`config.mk`:
```
export PLATFORM = sky130hd
export DESIGN_NAME = sabc_second_alert_output
export DESIGN_NICKNAME = d
export VERILOG_FILES = /design/src/sabc_pkg.sv /design/src/sabc_cfg_reg.sv /design/src/sabc_alert_merge.sv /design/src/sabc_second_alert_output.sv
export SDC_FILE = /design/constraint.sdc
export NUM_CORES = 1
export LEC_CHECK = 0
export BUFFER_PORTS_ARGS = -buffer_cell sky130_fd_sc_hd__buf_2
export CORE_UTILIZATION = 45
export CTS_CLUSTER_DIAMETER = 150
export DETAILED_ROUTE_END_ITERATION = 7
export GPL_ROUTABILITY_DRIVEN = 1
export PLACE_DENSITY = 0.77
export REMOVE_ABC_BUFFERS = 1
export SYNTH_ARGS = -nofsm -noshare
export SYNTH_HDL_FRONTEND = slang
export SYNTH_SLANG_ARGS = --single-unit
```
`constraint.sdc`:
```
create_clock -name i_mclk -period 1.35 [get_ports i_mclk]
set_input_delay 0.27 -clock i_mclk [delete_from_list [all_inputs] [get_ports i_mclk]]
set_output_delay 0.27 -clock i_mclk [all_outputs]
set_load 0.01 [all_outputs]
```
`src/sabc_pkg.sv`:
```
// Purpose: Shared constants, role encodings and helpers for the
//          second alert output block.
// Assumes: One system clock; status logic sits in the same domain.
// Notes:   Flag vectors are ordered so that flag k pairs with
//          enable bit k + FLAG_BASE_BIT of the config register.
package sabc_pkg;

	// Register map
	localparam logic [7:0] ADDR_ALERT_PIN_TWO_CONFIG = 8'hd6;
	localparam logic [15:0] ALERT_PIN_TWO_CONFIG_RESET = 16'h0004;
	localparam int CONFIG_WIDTH = 16;
	localparam int ADDR_WIDTH = 8;

	// Field positions
	localparam int POLARITY_BIT = 0;
	localparam int ROLE_LSB = 1;
	localparam int ROLE_MSB = 2;
	localparam int FLAG_BASE_BIT = 3;
	localparam int NUM_FLAGS = 13;

	// Enable bit positions, one per status flag
	localparam int EN_OVERPOWER_WARN_BIT = 3;
	localparam int EN_CURRENT_LIMIT_BIT = 4;
	localparam int EN_AUX_UNDERVOLT_WARN_BIT = 5;
	localparam int EN_AUX_OVERVOLT_WARN_BIT = 6;
	localparam int EN_INPUT_UNDERVOLT_WARN_BIT = 7;
	localparam int EN_INPUT_OVERVOLT_WARN_BIT = 8;
	localparam int EN_CURRENT_WARN_B_BIT = 9;
	localparam int EN_OVERCURRENT_WARN_BIT = 10;
	localparam int EN_COMM_LOGIC_ERROR_BIT = 11;
	localparam int EN_INPUT_UNDERVOLT_FAULT_BIT = 12;
	localparam int EN_INPUT_OVERVOLT_FAULT_BIT = 13;
	localparam int EN_OVERCURRENT_FAULT_BIT = 14;
	localparam int EN_SWITCH_FAULT_BIT = 15;

	// Role field codes
	localparam logic [1:0] ROLE_CODE_ALERT = 2'h0;
	localparam logic [1:0] ROLE_CODE_GPO = 2'h1;
	localparam logic [1:0] ROLE_CODE_RETRY = 2'h2;
	localparam logic [1:0] ROLE_CODE_COMPARE = 2'h3;

	// Pin level while idle and out of reset
	localparam logic PIN_RESET = 1'b1;

	typedef enum logic [3:0] {
		SABC_ROLE_ALERT = 4'b0001,
		SABC_ROLE_GPO = 4'b0010,
		SABC_ROLE_RETRY = 4'b0100,
		SABC_ROLE_COMPARE = 4'b1000
	} sabc_role_e;

	localparam sabc_role_e ROLE_RESET = SABC_ROLE_RETRY;

	// OR of the flags whose enable is set
	function automatic logic masked_any(
		input logic [NUM_FLAGS-1:0] flags,
		input logic [NUM_FLAGS-1:0] enables
	);
		return |(flags & enables);
	endfunction

endpackage

```
`src/sabc_cfg_reg.sv`:
```
// Purpose: Holds the second alert output configuration word.
// Assumes: Write strobe is already address-decoded, one cycle wide.
// Notes:   Also remembers whether software has ever written the word.
`timescale 1ns/1ps
`default_nettype none
module sabc_cfg_reg #(
	parameter int WIDTH = 16,
	parameter logic [WIDTH-1:0] RESET_VALUE = 16'h0004
) (
	input wire logic i_mclk,
	input wire logic i_sys_rst,
	input wire logic i_wr_en,
	input wire logic [WIDTH-1:0] i_wdata,
	output logic [WIDTH-1:0] o_value,
	output logic o_written
);
	logic [WIDTH-1:0] value_reg;
	logic [WIDTH-1:0] value_next;
	logic written_reg;
	logic written_next;

	// A write replaces the whole word; no bit is reserved
	always_comb begin
		value_next = value_reg;
		written_next = written_reg;
		if (i_wr_en) begin
			value_next = i_wdata;
			written_next = 1'b1;
		end
	end

	always_ff @(posedge i_mclk) begin
		if (i_sys_rst) begin
			value_reg <= RESET_VALUE;
			written_reg <= 1'b0;
		end else begin
			value_reg <= value_next;
			written_reg <= written_next;
		end
	end

	assign o_value = value_reg;
	assign o_written = written_reg;
endmodule
`default_nettype wire

```
`src/sabc_alert_merge.sv`:
```
// Purpose: Gates latched and live status flags by their enables.
// Assumes: Flags come from logic on the same clock.
// Notes:   Both results are registered, one cycle behind the flags.
`timescale 1ns/1ps
`default_nettype none
module sabc_alert_merge
	import sabc_pkg::*;
#(
	parameter int FLAG_COUNT = sabc_pkg::NUM_FLAGS
) (
	input wire logic i_mclk,
	input wire logic i_sys_rst,
	input wire logic [FLAG_COUNT-1:0] i_enable,
	input wire logic [FLAG_COUNT-1:0] i_latched,
	input wire logic [FLAG_COUNT-1:0] i_live,
	output logic o_latched_any,
	output logic o_live_any
);
	logic latched_any_reg;
	logic latched_any_next;
	logic live_any_reg;
	logic live_any_next;

	// Same mask for both views, so the comparator role mirrors alerts
	always_comb begin
		latched_any_next = masked_any(i_latched, i_enable);
		live_any_next = masked_any(i_live, i_enable);
	end

	always_ff @(posedge i_mclk) begin
		if (i_sys_rst) begin
			latched_any_reg <= 1'b0;
			live_any_reg <= 1'b0;
		end else begin
			latched_any_reg <= latched_any_next;
			live_any_reg <= live_any_next;
		end
	end

	assign o_latched_any = latched_any_reg;
	assign o_live_any = live_any_reg;
endmodule
`default_nettype wire

```
`src/sabc_second_alert_output.sv`:
```
// Purpose: Second output pin of a hot swap monitor: alert enables,
//          role select and pin drive.
// Assumes: Command port is driven by the serial interface on i_mclk.
// Notes:   Pin is active low in alert, retry-fail and comparator roles.
`timescale 1ns/1ps
`default_nettype none

// Behaviour
// - Bit 15 gates switch-fault flag onto alert
// - Switch-fault alert works before any software write
// - Bit 14 gates overcurrent fault onto alert
// - Bit 13 gates input overvoltage fault
// - Bit 12 gates input undervoltage fault
// - Bit 11 gates comm, memory, logic error
// - Bit 10 gates overcurrent warning
// - Bit 9 gates second current warning
// - Bit 8 gates input overvoltage warning
// - Bit 7 gates input undervoltage warning
// - Bit 6 gates auxiliary overvoltage warning
// - Bit 5 gates auxiliary undervoltage warning
// - Bit 4 gates current-limit fault
// - Bit 3 gates input overpower warning
// - Config resets to 0x0004, retry-fail role
// - Role 00 makes pin the alert signal
// - Role 01 makes pin a software output
// - Role 10 shows retry failure, reset default
// - Role 11 follows live unlatched flags
// - Polarity bit sets software output level
module sabc_second_alert_output
	import sabc_pkg::*;
(
	input wire logic i_mclk,
	input wire logic i_sys_rst,
	input wire logic i_reg_wr,
	input wire logic i_reg_rd,
	input wire logic [sabc_pkg::ADDR_WIDTH-1:0] i_reg_addr,
	input wire logic [sabc_pkg::CONFIG_WIDTH-1:0] i_reg_wdata,
	input wire logic [sabc_pkg::NUM_FLAGS-1:0] i_latched_flags,
	input wire logic [sabc_pkg::NUM_FLAGS-1:0] i_live_flags,
	input wire logic i_retry_failed,
	output logic [sabc_pkg::CONFIG_WIDTH-1:0] o_reg_rdata,
	output logic o_reg_ack,
	output logic o_reg_nak,
	output logic o_alert_request,
	output logic o_second_output_pin
);
	localparam int IDX_OVERPOWER_WARN =
		EN_OVERPOWER_WARN_BIT - FLAG_BASE_BIT;
	localparam int IDX_CURRENT_LIMIT =
		EN_CURRENT_LIMIT_BIT - FLAG_BASE_BIT;
	localparam int IDX_AUX_UNDERVOLT_WARN =
		EN_AUX_UNDERVOLT_WARN_BIT - FLAG_BASE_BIT;
	localparam int IDX_AUX_OVERVOLT_WARN =
		EN_AUX_OVERVOLT_WARN_BIT - FLAG_BASE_BIT;
	localparam int IDX_INPUT_UNDERVOLT_WARN =
		EN_INPUT_UNDERVOLT_WARN_BIT - FLAG_BASE_BIT;
	localparam int IDX_INPUT_OVERVOLT_WARN =
		EN_INPUT_OVERVOLT_WARN_BIT - FLAG_BASE_BIT;
	localparam int IDX_CURRENT_WARN_B =
		EN_CURRENT_WARN_B_BIT - FLAG_BASE_BIT;
	localparam int IDX_OVERCURRENT_WARN =
		EN_OVERCURRENT_WARN_BIT - FLAG_BASE_BIT;
	localparam int IDX_COMM_LOGIC_ERROR =
		EN_COMM_LOGIC_ERROR_BIT - FLAG_BASE_BIT;
	localparam int IDX_INPUT_UNDERVOLT_FAULT =
		EN_INPUT_UNDERVOLT_FAULT_BIT - FLAG_BASE_BIT;
	localparam int IDX_INPUT_OVERVOLT_FAULT =
		EN_INPUT_OVERVOLT_FAULT_BIT - FLAG_BASE_BIT;
	localparam int IDX_OVERCURRENT_FAULT =
		EN_OVERCURRENT_FAULT_BIT - FLAG_BASE_BIT;
	localparam int IDX_SWITCH_FAULT =
		EN_SWITCH_FAULT_BIT - FLAG_BASE_BIT;

	logic [CONFIG_WIDTH-1:0] cfg_q;
	logic cfg_written;
	logic cfg_hit;
	logic cfg_wr;
	logic [NUM_FLAGS-1:0] eff_enable;
	logic latched_any;
	logic live_any;
	sabc_role_e role_reg;
	sabc_role_e role_next;
	logic pin_reg;
	logic pin_next;
	logic [CONFIG_WIDTH-1:0] rdata_reg;
	logic [CONFIG_WIDTH-1:0] rdata_next;
	logic ack_reg;
	logic ack_next;
	logic nak_reg;
	logic nak_next;

	// Only one command code belongs to this block
	assign cfg_hit = (i_reg_addr == ADDR_ALERT_PIN_TWO_CONFIG);
	assign cfg_wr = i_reg_wr & cfg_hit;

	sabc_cfg_reg #(
		.WIDTH(CONFIG_WIDTH),
		.RESET_VALUE(ALERT_PIN_TWO_CONFIG_RESET)
	) u_cfg (
		.i_mclk(i_mclk),
		.i_sys_rst(i_sys_rst),
		.i_wr_en(cfg_wr),
		.i_wdata(i_reg_wdata),
		.o_value(cfg_q),
		.o_written(cfg_written)
	);

	// Switch fault stays armed until the first write, so a bad pass
	// device is flagged even while software is still booting
	assign eff_enable[IDX_SWITCH_FAULT] =
		cfg_q[EN_SWITCH_FAULT_BIT] | ~cfg_written;
	assign eff_enable[IDX_OVERCURRENT_FAULT] =
		cfg_q[EN_OVERCURRENT_FAULT_BIT];
	assign eff_enable[IDX_INPUT_OVERVOLT_FAULT] =
		cfg_q[EN_INPUT_OVERVOLT_FAULT_BIT];
	assign eff_enable[IDX_INPUT_UNDERVOLT_FAULT] =
		cfg_q[EN_INPUT_UNDERVOLT_FAULT_BIT];
	assign eff_enable[IDX_COMM_LOGIC_ERROR] =
		cfg_q[EN_COMM_LOGIC_ERROR_BIT];
	assign eff_enable[IDX_OVERCURRENT_WARN] =
		cfg_q[EN_OVERCURRENT_WARN_BIT];
	assign eff_enable[IDX_CURRENT_WARN_B] =
		cfg_q[EN_CURRENT_WARN_B_BIT];
	assign eff_enable[IDX_INPUT_OVERVOLT_WARN] =
		cfg_q[EN_INPUT_OVERVOLT_WARN_BIT];
	assign eff_enable[IDX_INPUT_UNDERVOLT_WARN] =
		cfg_q[EN_INPUT_UNDERVOLT_WARN_BIT];
	assign eff_enable[IDX_AUX_OVERVOLT_WARN] =
		cfg_q[EN_AUX_OVERVOLT_WARN_BIT];
	assign eff_enable[IDX_AUX_UNDERVOLT_WARN] =
		cfg_q[EN_AUX_UNDERVOLT_WARN_BIT];
	assign eff_enable[IDX_CURRENT_LIMIT] =
		cfg_q[EN_CURRENT_LIMIT_BIT];
	assign eff_enable[IDX_OVERPOWER_WARN] =
		cfg_q[EN_OVERPOWER_WARN_BIT];

	sabc_alert_merge #(
		.FLAG_COUNT(NUM_FLAGS)
	) u_merge (
		.i_mclk(i_mclk),
		.i_sys_rst(i_sys_rst),
		.i_enable(eff_enable),
		.i_latched(i_latched_flags),
		.i_live(i_live_flags),
		.o_latched_any(latched_any),
		.o_live_any(live_any)
	);

	// Alert request to the serial side exists in every role
	assign o_alert_request = latched_any;

	// Role decode of the two-bit field
	always_comb begin
		case (cfg_q[ROLE_MSB:ROLE_LSB])
			ROLE_CODE_ALERT: role_next = SABC_ROLE_ALERT;
			ROLE_CODE_GPO: role_next = SABC_ROLE_GPO;
			ROLE_CODE_RETRY: role_next = SABC_ROLE_RETRY;
			ROLE_CODE_COMPARE: role_next = SABC_ROLE_COMPARE;
			default: role_next = ROLE_RESET;
		endcase
	end

	always_ff @(posedge i_mclk) begin
		if (i_sys_rst) begin
			role_reg <= ROLE_RESET;
		end else begin
			role_reg <= role_next;
		end
	end

	// Pin level per role; registered so the pin never glitches
	always_comb begin
		case (role_reg)
			SABC_ROLE_ALERT: pin_next = ~latched_any;
			SABC_ROLE_GPO: pin_next = cfg_q[POLARITY_BIT];
			SABC_ROLE_RETRY: pin_next = ~i_retry_failed;
			SABC_ROLE_COMPARE: pin_next = ~live_any;
			default: pin_next = PIN_RESET;
		endcase
	end

	always_ff @(posedge i_mclk) begin
		if (i_sys_rst) begin
			pin_reg <= PIN_RESET;
		end else begin
			pin_reg <= pin_next;
		end
	end

	assign o_second_output_pin = pin_reg;

	// Command answer: a read returns the word before a same-cycle write
	always_comb begin
		rdata_next = '0;
		ack_next = 1'b0;
		nak_next = 1'b0;
		if (i_reg_rd | i_reg_wr) begin
			if (cfg_hit) begin
				ack_next = 1'b1;
				if (i_reg_rd) begin
					rdata_next = cfg_q;
				end
			end else begin
				nak_next = 1'b1;
			end
		end
	end

	always_ff @(posedge i_mclk) begin
		if (i_sys_rst) begin
			rdata_reg <= '0;
			ack_reg <= 1'b0;
			nak_reg <= 1'b0;
		end else begin
			rdata_reg <= rdata_next;
			ack_reg <= ack_next;
			nak_reg <= nak_next;
		end
	end

	assign o_reg_rdata = rdata_reg;
	assign o_reg_ack = ack_reg;
	assign o_reg_nak = nak_reg;

	generate
		for (genvar k = 0; k < NUM_FLAGS - 1; k++) begin : g_en

		end
	endgenerate
endmodule
`default_nettype wire

```
# Word level (Yosys, flattened, before mapping)
# Cells that the tools add are included.
# word_totals
reg_bits	42
latchBits	0
ramBits	0
mem_bits_ro	0
input_bits	55
out_inout_bits	20
wordCells	38
n_memories	0
# classes
add_sub_neg	0
n_mul	0
n_div	0
magnitude_cmp	0
n_eq_ne	8
shifts	0
n_mux	4
bitwise_logic	12
reduce_logical	5
# op_table
op	count
$and A13 B13 Y13	2
$reduce_or A13 Y1	2
$pmux W4 S4	1
$eq A8 B8 Y1 const B	1
$not A1 Y1	7
$eq A2 B2 Y1 const B	2
$eq A4 B1 Y1 const B	1
$eq A4 B2 Y1 const B	1
$eq A4 B3 Y1 const B	1
$eq A4 B4 Y1 const B	1
$pmux W1 S4	1
$reduce_or A4 Y1	1
$eq A2 B1 Y1 const B	1
$logic_not A2 Y1	1
$mux W1	2
$or A1 B1 Y1	2
$reduce_or A2 Y1	1
$and A1 B1 Y1	1

# Depth between registers and ports, before layout
# Gate-level depths: netlist of the first run.
# logic_depth
word_depth	4
depth_mapped	5

# Cells and area by module
# A second synthesis of the first run with hierarchy kept.
# unflattened
hier_cells	136
area_unflattened_um2	1557.7
# by_module_without_submodules
mod	instances	cells_each	area_each_um2	seq_area_each_um2
sabc_second_alert_output	1	63	774.5	460.4
sabc_cfg_reg	1	55	610.6	340.3
sabc_alert_merge	1	18	172.7	40.0

# Worst setup path before layout of the first run
# OpenSTA, ideal clock, no wires.
# synth_path
kind	input-to-reg
start	input i_reg_addr[3] in the netlist's numbering
end	register u_cfg.value_reg[10], in the netlist u_cfg.o_value[10]
setup_ns	0.072
arrival_time_ns	1.120
required_time_ns	1.278
setup_slack_ns	0.158
cell_stages	5
cell_sequence	nand4bb_4 -> nor3_2 -> buf_6 -> buf_8 -> mux2i_1
# synth_via
elab_chain_cells	2
# synth_lines
element	line_no	rtl
start, declared	sabc_second_alert_output.sv:36	input wire logic [sabc_pkg::ADDR_WIDTH-1:0] i_reg_addr,
$eq A8 B8 Y1	sabc_second_alert_output.sv:93	assign cfg_hit = (i_reg_addr == ADDR_ALERT_PIN_TWO_CONFIG);
$and A1 B1 Y1	sabc_second_alert_output.sv:94	assign cfg_wr = i_reg_wr & cfg_hit;
end signal, assigned	sabc_cfg_reg.sv:37	value_reg <= value_next;
end, declared	sabc_cfg_reg.sv:17	logic [WIDTH-1:0] value_reg;
# No other way between the ends.
# A chain may end at the register's enable or synchronous reset.

# Worst setup path in the final report of the first run
# layout_path
start	register u_cfg.value_reg[11], in the netlist u_cfg.o_value[11]
end	register u_merge.latched_any_reg, in the netlist u_merge.o_latched_any
# layout_via
elab_chain_cells	2
# layout_lines
element	line_no	rtl
$and A13 B13 Y13	sabc_pkg.sv:59	return |(flags & enables);
$reduce_or A13 Y1	sabc_pkg.sv:59	
end signal, assigned	sabc_alert_merge.sv:35	latched_any_reg <= latched_any_next;
end, declared	sabc_alert_merge.sv:19	logic latched_any_reg;
# No other way between the ends.

==> results of run 1 <==
power by group:
| part | switching (uW) | internal [uW] |
|---|---|---|
| sequential | 2.63 | 1250 |
| clock | 420 | 203 |
| combinational | 68.5 | 86.5 |
layer usage:
layer | GRT usage | wire, um | vias to the layer above
met5 | 0 | 0 | -
met4 | 0.06667 | 32 | 0
met3 | 0.07039 | 235 | 4
met2 | 0.2857 | 1509 | 47
met1 | 0.2190 | 1478 | 601
li1 | - | - | 697
worst min-delay path by stage:
| stage | to | slack (ps) | cells after the start |
|---|---|---|---|
| 6_report | u_cfg.o_value[0] | 140 | 3 |
| 5_1_grt | u_cfg.o_value[12] | 130 | 3 |
| 4_1_cts | u_cfg.o_value[0] | 130 | 3 |
| 3_5_place_dp | u_cfg.o_value[0] | 460 | 2 |
| 3_3_place_gp | u_cfg.o_value[15] | 450 | 2 |
| 2_1_floorplan | u_merge.o_latched_any | 340 | 1 |
synthesized netlist by cell type:
| library cell | number |
|---|---|
| and2_1 | 16 |
| a22o_1 | 8 |
| nor3_1 | 3 |
| nor3_2 | 1 |
| a31oi_1 | 2 |
| inv_2 | 1 |
| dfxtp_1 | 42 |
| inv_1 | 2 |
| a21o_1 | 1 |
| a21oi_1 | 1 |
| and3_1 | 1 |
| nor4_1 | 1 |
| nand4bb_4 | 1 |
| mux2i_1 | 16 |
| clkbuf_1 | 3 |
| nand4bb_1 | 1 |
| nor4b_4 | 1 |
| o21bai_1 | 1 |
| buf_6 | 3 |
| o211ai_1 | 1 |
| o21a_1 | 1 |
| nand2b_1 | 1 |
| nor2b_1 | 1 |
| o21ai_1 | 1 |
| nand4b_4 | 1 |
| a211oi_1 | 2 |
| nor2_1 | 4 |
| o22ai_1 | 1 |
| a221oi_1 | 4 |
| nand2_1 | 31 |
| buf_8 | 1 |
metrics by stage:
step                      utilization  setup TNS, ps  setup WS, ps  cells  hold WS, ps
after floorplan                     -          -7717        -459.2    147        339.4
after global placement         0.6065              0         62.07    272        453.4
after detailed placement       0.6065              0         42.86    272        464.4
after CTS                      0.6238              0         219.4    280        128.1
after global routing           0.6238              0         174.8    280        127.1
final                          0.6238              0         234.9    280        141.1
logic make-up after synthesis:
group                  after synthesis  share of synthesized area
flip-flops                          42                     0.5193
buffers and inverters               10                    0.04404
AO/OA/AOI/OAI                       23                     0.1105
AND/OR/NAND/NOR                     63                     0.2272
multiplexers                        16                    0.09892
final cells by class:
type	instances	share of cell area
multi-input combinational	102	0.3373
timing repair buffer	79	0.2047
sequential	42	0.3976
tap	46	0.02722
clock buffer	5	0.01775
clock inverter	3	0.01006
inverter	3	0.005325
critical path, stage by stage (launching register included):
cell and delay [ps]:
dfxtp_1 370, a22o_1 230, a221oi_1 280, a31oi_1 130
==> metrics, run 1 <==
Avg Vias per Cell=4.818; Hold/Removal Path Class=primary input to register; via count=1349; fill cell count=308; Mean Syn Cell Area=10.51 um2; max_cap viols=0; DRT iter0 DRCs=56; TritonCTS Sinks=42; Initial Utilization=0.4777; hold wc startpoint=i_reg_wdata[0]; critical path launch point=u_cfg.o_value[11]; Critical Path End Type=register; worst r2r path cells=3; Yosys cell types=31; Worst Path Max Fanout=4; clk slew on worst S/H paths=130 ps; commonest non-fill, non-tap cell in the layout=buf_2; largest net degree at the start of global routing=19; internal reg-to-reg setup slack=between 200 and 250 ps; Die Wd=just over 60 um; sequential cell area fraction in the yosys report=0.5193; footprint of the multi-input gates=713.2 um2; maximum VDD drop=524.5 uV; GRT Total Usage=0.1795; routability cong.=around 0.75; start of the worst register-to-register path=u_cfg.o_value[11]; dpl hpwl=2503 um; routed wire length=3256 um; Final period util=0.8260; fraction of layout cells with a size suffix above 1=0.3932; Static Leak=0.0009547 uW; RSZ-0062 raised after global routing=no; final antenna-violating net count=0; total core area=3390 um2; Yosys top cell area share=0.5193; total power draw=2027 uW; FMAX=896.8 MHz; worst r2r dst=u_merge.o_latched_any; Slew @ Worst Pin=342.7 ps; CTS tree=built; number of hold buffers added after CTS=0; Post-CTS Setup Inserts=0; CP Class=register to register; CTS root buf=clkbuf_4; Port Buffers=74; post-cts resize count=0; top cells by area, synth=dfxtp_1 (52%), mux2i_1 (9.9%), nand2_1 (7.2%), and2_1 (6.2%), a22o_1 (4.3%); outcome=completed; Core Rows=21; YS warnings=0; max-slew violation count=0; mapped cell area=between 1500 and 2000 um2; CP endpoint=u_merge.o_latched_any; number of placed I/O pins=75; Clock Latency Late Sink=around 360 ps; Synth area leader=dfxtp_1; clk_skew=7.776 ps; minimum clock period after layout=between 1000 and 1500 ps; grt ovf=0; full die area=3842 um2; Syn-to-layout area delta=30.60%; drt first pass iters=4; most frequent cells in the layout=buf_2 (74), dfxtp_1 (42), nand2_1 (31), and2_1 (16), mux2i_1 (16); CP arrival=1360 ps; initial antenna violation count=0; residual DRC count=0; flops & latches, synth=42; number of global-route vias before repair=1072; H-Tree Level Count=2; Layout Nets=288; final setup fails=0; final hold vios=0; Max-Slew Margin vs Limit=0.7715; Die Ht=61.98 um; Post-Syn Instances=154; Crit path required time=roughly 1600 ps; # diodes=0; Clock Tree Buf Depth=2; first-pass GRT wire length=4823 um; post-route cell area=about 2100 um2; FF/Latch Area=roughly 840 um2; crit path launch type=register; Pwr per Cell Area=958.6 nW/um2; DP Area=between 2000 and 2500 um2; wire length per cell=approximately 12 um; CTS Buf Count=5
Note: power is estimated with default switching activity, not from simulation.
==> inputs of run 2 (changes only) <==
==> constraint.sdc (replaced) <==
create_clock -name i_mclk -period 1.1 [get_ports i_mclk]
set_input_delay 0.22 -clock i_mclk [delete_from_list [all_inputs] [get_ports i_mclk]]
set_output_delay 0.22 -clock i_mclk [all_outputs]
set_load 0.01 [all_outputs]
==> run 2 against run 1 <==
Against the previous run: non-clock buffer count up 4; die area is the same; highest routed layer unchanged; largest cell class unchanged; critical path depth shrank 2; clock power is 13% higher.
==> metrics, run 2 (synthesis gave the netlist of run 1 again) <==
TritonCTS Sinks=42; full die area=3842 um2; Hold/Removal Path Class=primary input to register; clk_skew=between 9 and 10 ps; final hold vios=0; H-Tree Level Count=2; number of hold buffers added after CTS=0; CTS tree=built; CTS Buf Count=5; post-cts resize count=1; DP Area=2086 um2; Syn-to-layout area delta=34.08%; Layout Nets=approximately 300; footprint of the multi-input gates=748.2 um2; Die Ht=61.98 um; Initial Utilization=0.4777; combinational share of power=0.082; Avg Vias per Cell=4.749; CP peak stage delay=350 ps; largest net degree at the start of global routing=28; final setup fails=0; commonest non-fill, non-tap cell in the layout=buf_2; number of placed I/O pins=75; outcome=completed; Final period util=0.9453; Port Buffers=74; FMAX=961.7 MHz; dpl hpwl=2523 um; dpl ws=-171.7 ps; CTS root buf=clkbuf_4; number of global-route vias before repair=1126; total core area=3390 um2; fill cell count=roughly 290; initial antenna violation count=0; wire length per cell=around 12 um; most frequent cells in the layout=buf_2 (74), dfxtp_1 (41), nand2_1 (31), and2_1 (16), mux2i_1 (16); crit path launch type=register; clk slew on worst S/H paths=120 ps; CP Class=register to primary output; drt first pass iters=4; max-slew violation count=0; slowest stage cell, crit path=dfxtp_2; # diodes=0; Crit path max-delay family=flip-flops; post-route cell area=2171 um2; Clock Tree Buf Depth=2; Static Leak=0.0009809 uW; minimum clock period after layout=1040 ps; Buf/Inv on CP=1; Sw Pwr=554.4 uW; Clk pwr share=0.288; residual DRC count=0; sequential share of power=0.630; final setup margin=between 60 and 70 ps; GRT Total Usage=0.1906; first-pass GRT wire length=5009 um; max_cap viols=0; Max-Slew Margin vs Limit=0.8296; cell total after placement=276; fraction of layout cells with a size suffix above 1=0.4262; Core Rows=21; routed wire length=3421 um; FF/Latch Area=842.1 um2; final antenna-violating net count=0; routability cong.=0.7893; non-filler cells, final=283; Die Wd=61.98 um; maximum VDD drop=680.4 uV; Sw Share=0.2276; Pwr per Cell Area=1122 nW/um2; RSZ-0062 raised after global routing=no; Slew @ Worst Pin=approximately 260 ps; Post-CTS Setup Inserts=0; Worst Path Max Fanout=2; grt ovf=0; Critical Path End Type=primary output; CP arrival=between 800 and 900 ps; Internal Power=1881 uW; DRT iter0 DRCs=54; via count=1344; crit path cell chain=buf_2; Clock Latency Late Sink=350 ps; Crit path required time=880 ps
[run 2: worst paths after layout]
| kind | startpoint | to | slack (ps) | depth (start not counted) |
|---|---|---|---|---|
| max reg2reg | u_cfg.o_value[14] | u_merge.o_live_any | 60 | 3 |
| max | u_merge.o_latched_any | o_alert_request | 60 | 1 |
| min reg2reg | u_cfg.o_value[0] | u_cfg.o_value[0] | 480 | 2 |
| min | i_reg_wdata[12] | u_cfg.o_value[12] | 100 | 3 |
[run 2: layout make-up]
cell class | count | share of cell area
Clock buffer | 6 | 0.01902
Clock inverter | 1 | 0.003458
Inverter | 3 | 0.005187
Multi-Input combinational cell | 102 | 0.3447
Sequential cell | 42 | 0.3879
Tap cell | 46 | 0.02651
Timing Repair Buffer | 83 | 0.2133
[run 2: layer usage]
layer | GRT usage | routed length, um | vias to the layer above
met1 | 0.2304 | 1549 | 602
met5 | 0 | 0 | -
li1 | - | - | 693
met3 | 0.06832 | 199 | 4
met2 | 0.3040 | 1626 | 45
met4 | 0.08571 | 46 | 0
[run 2: per-stage QoR]
stage          setup TNS (ps)    util  power [uW]  hold WS (ps)
2_1_floorplan          -11230       -        1622         289.4
3_3_place_gp            -3082  0.6154        1760         453.2
3_5_place_dp            -4270  0.6154        1762         458.6
4_1_cts                     0  0.6316        2456         81.51
5_1_grt                     0  0.6405        2557         74.78
6_report                    0  0.6405        2436         96.63
[run 2: worst reg2reg max path, cell delays in order, from the launching register on]
cell and delay [ps]:
dfxtp_1 360, a22o_1 220, a221oi_2 230, a31oi_1 120
[run 2: power groups by stage]
stage | combinational (uW) | sequential (uW) | clock, uW
6_report | 199 | 1530 | 703
5_1_grt | 221 | 1540 | 800
4_1_cts | 195 | 1530 | 727
3_5_place_dp | 194 | 1570 | 0
3_3_place_gp | 193 | 1570 | 0
2_1_floorplan | 51.7 | 1570 | 0
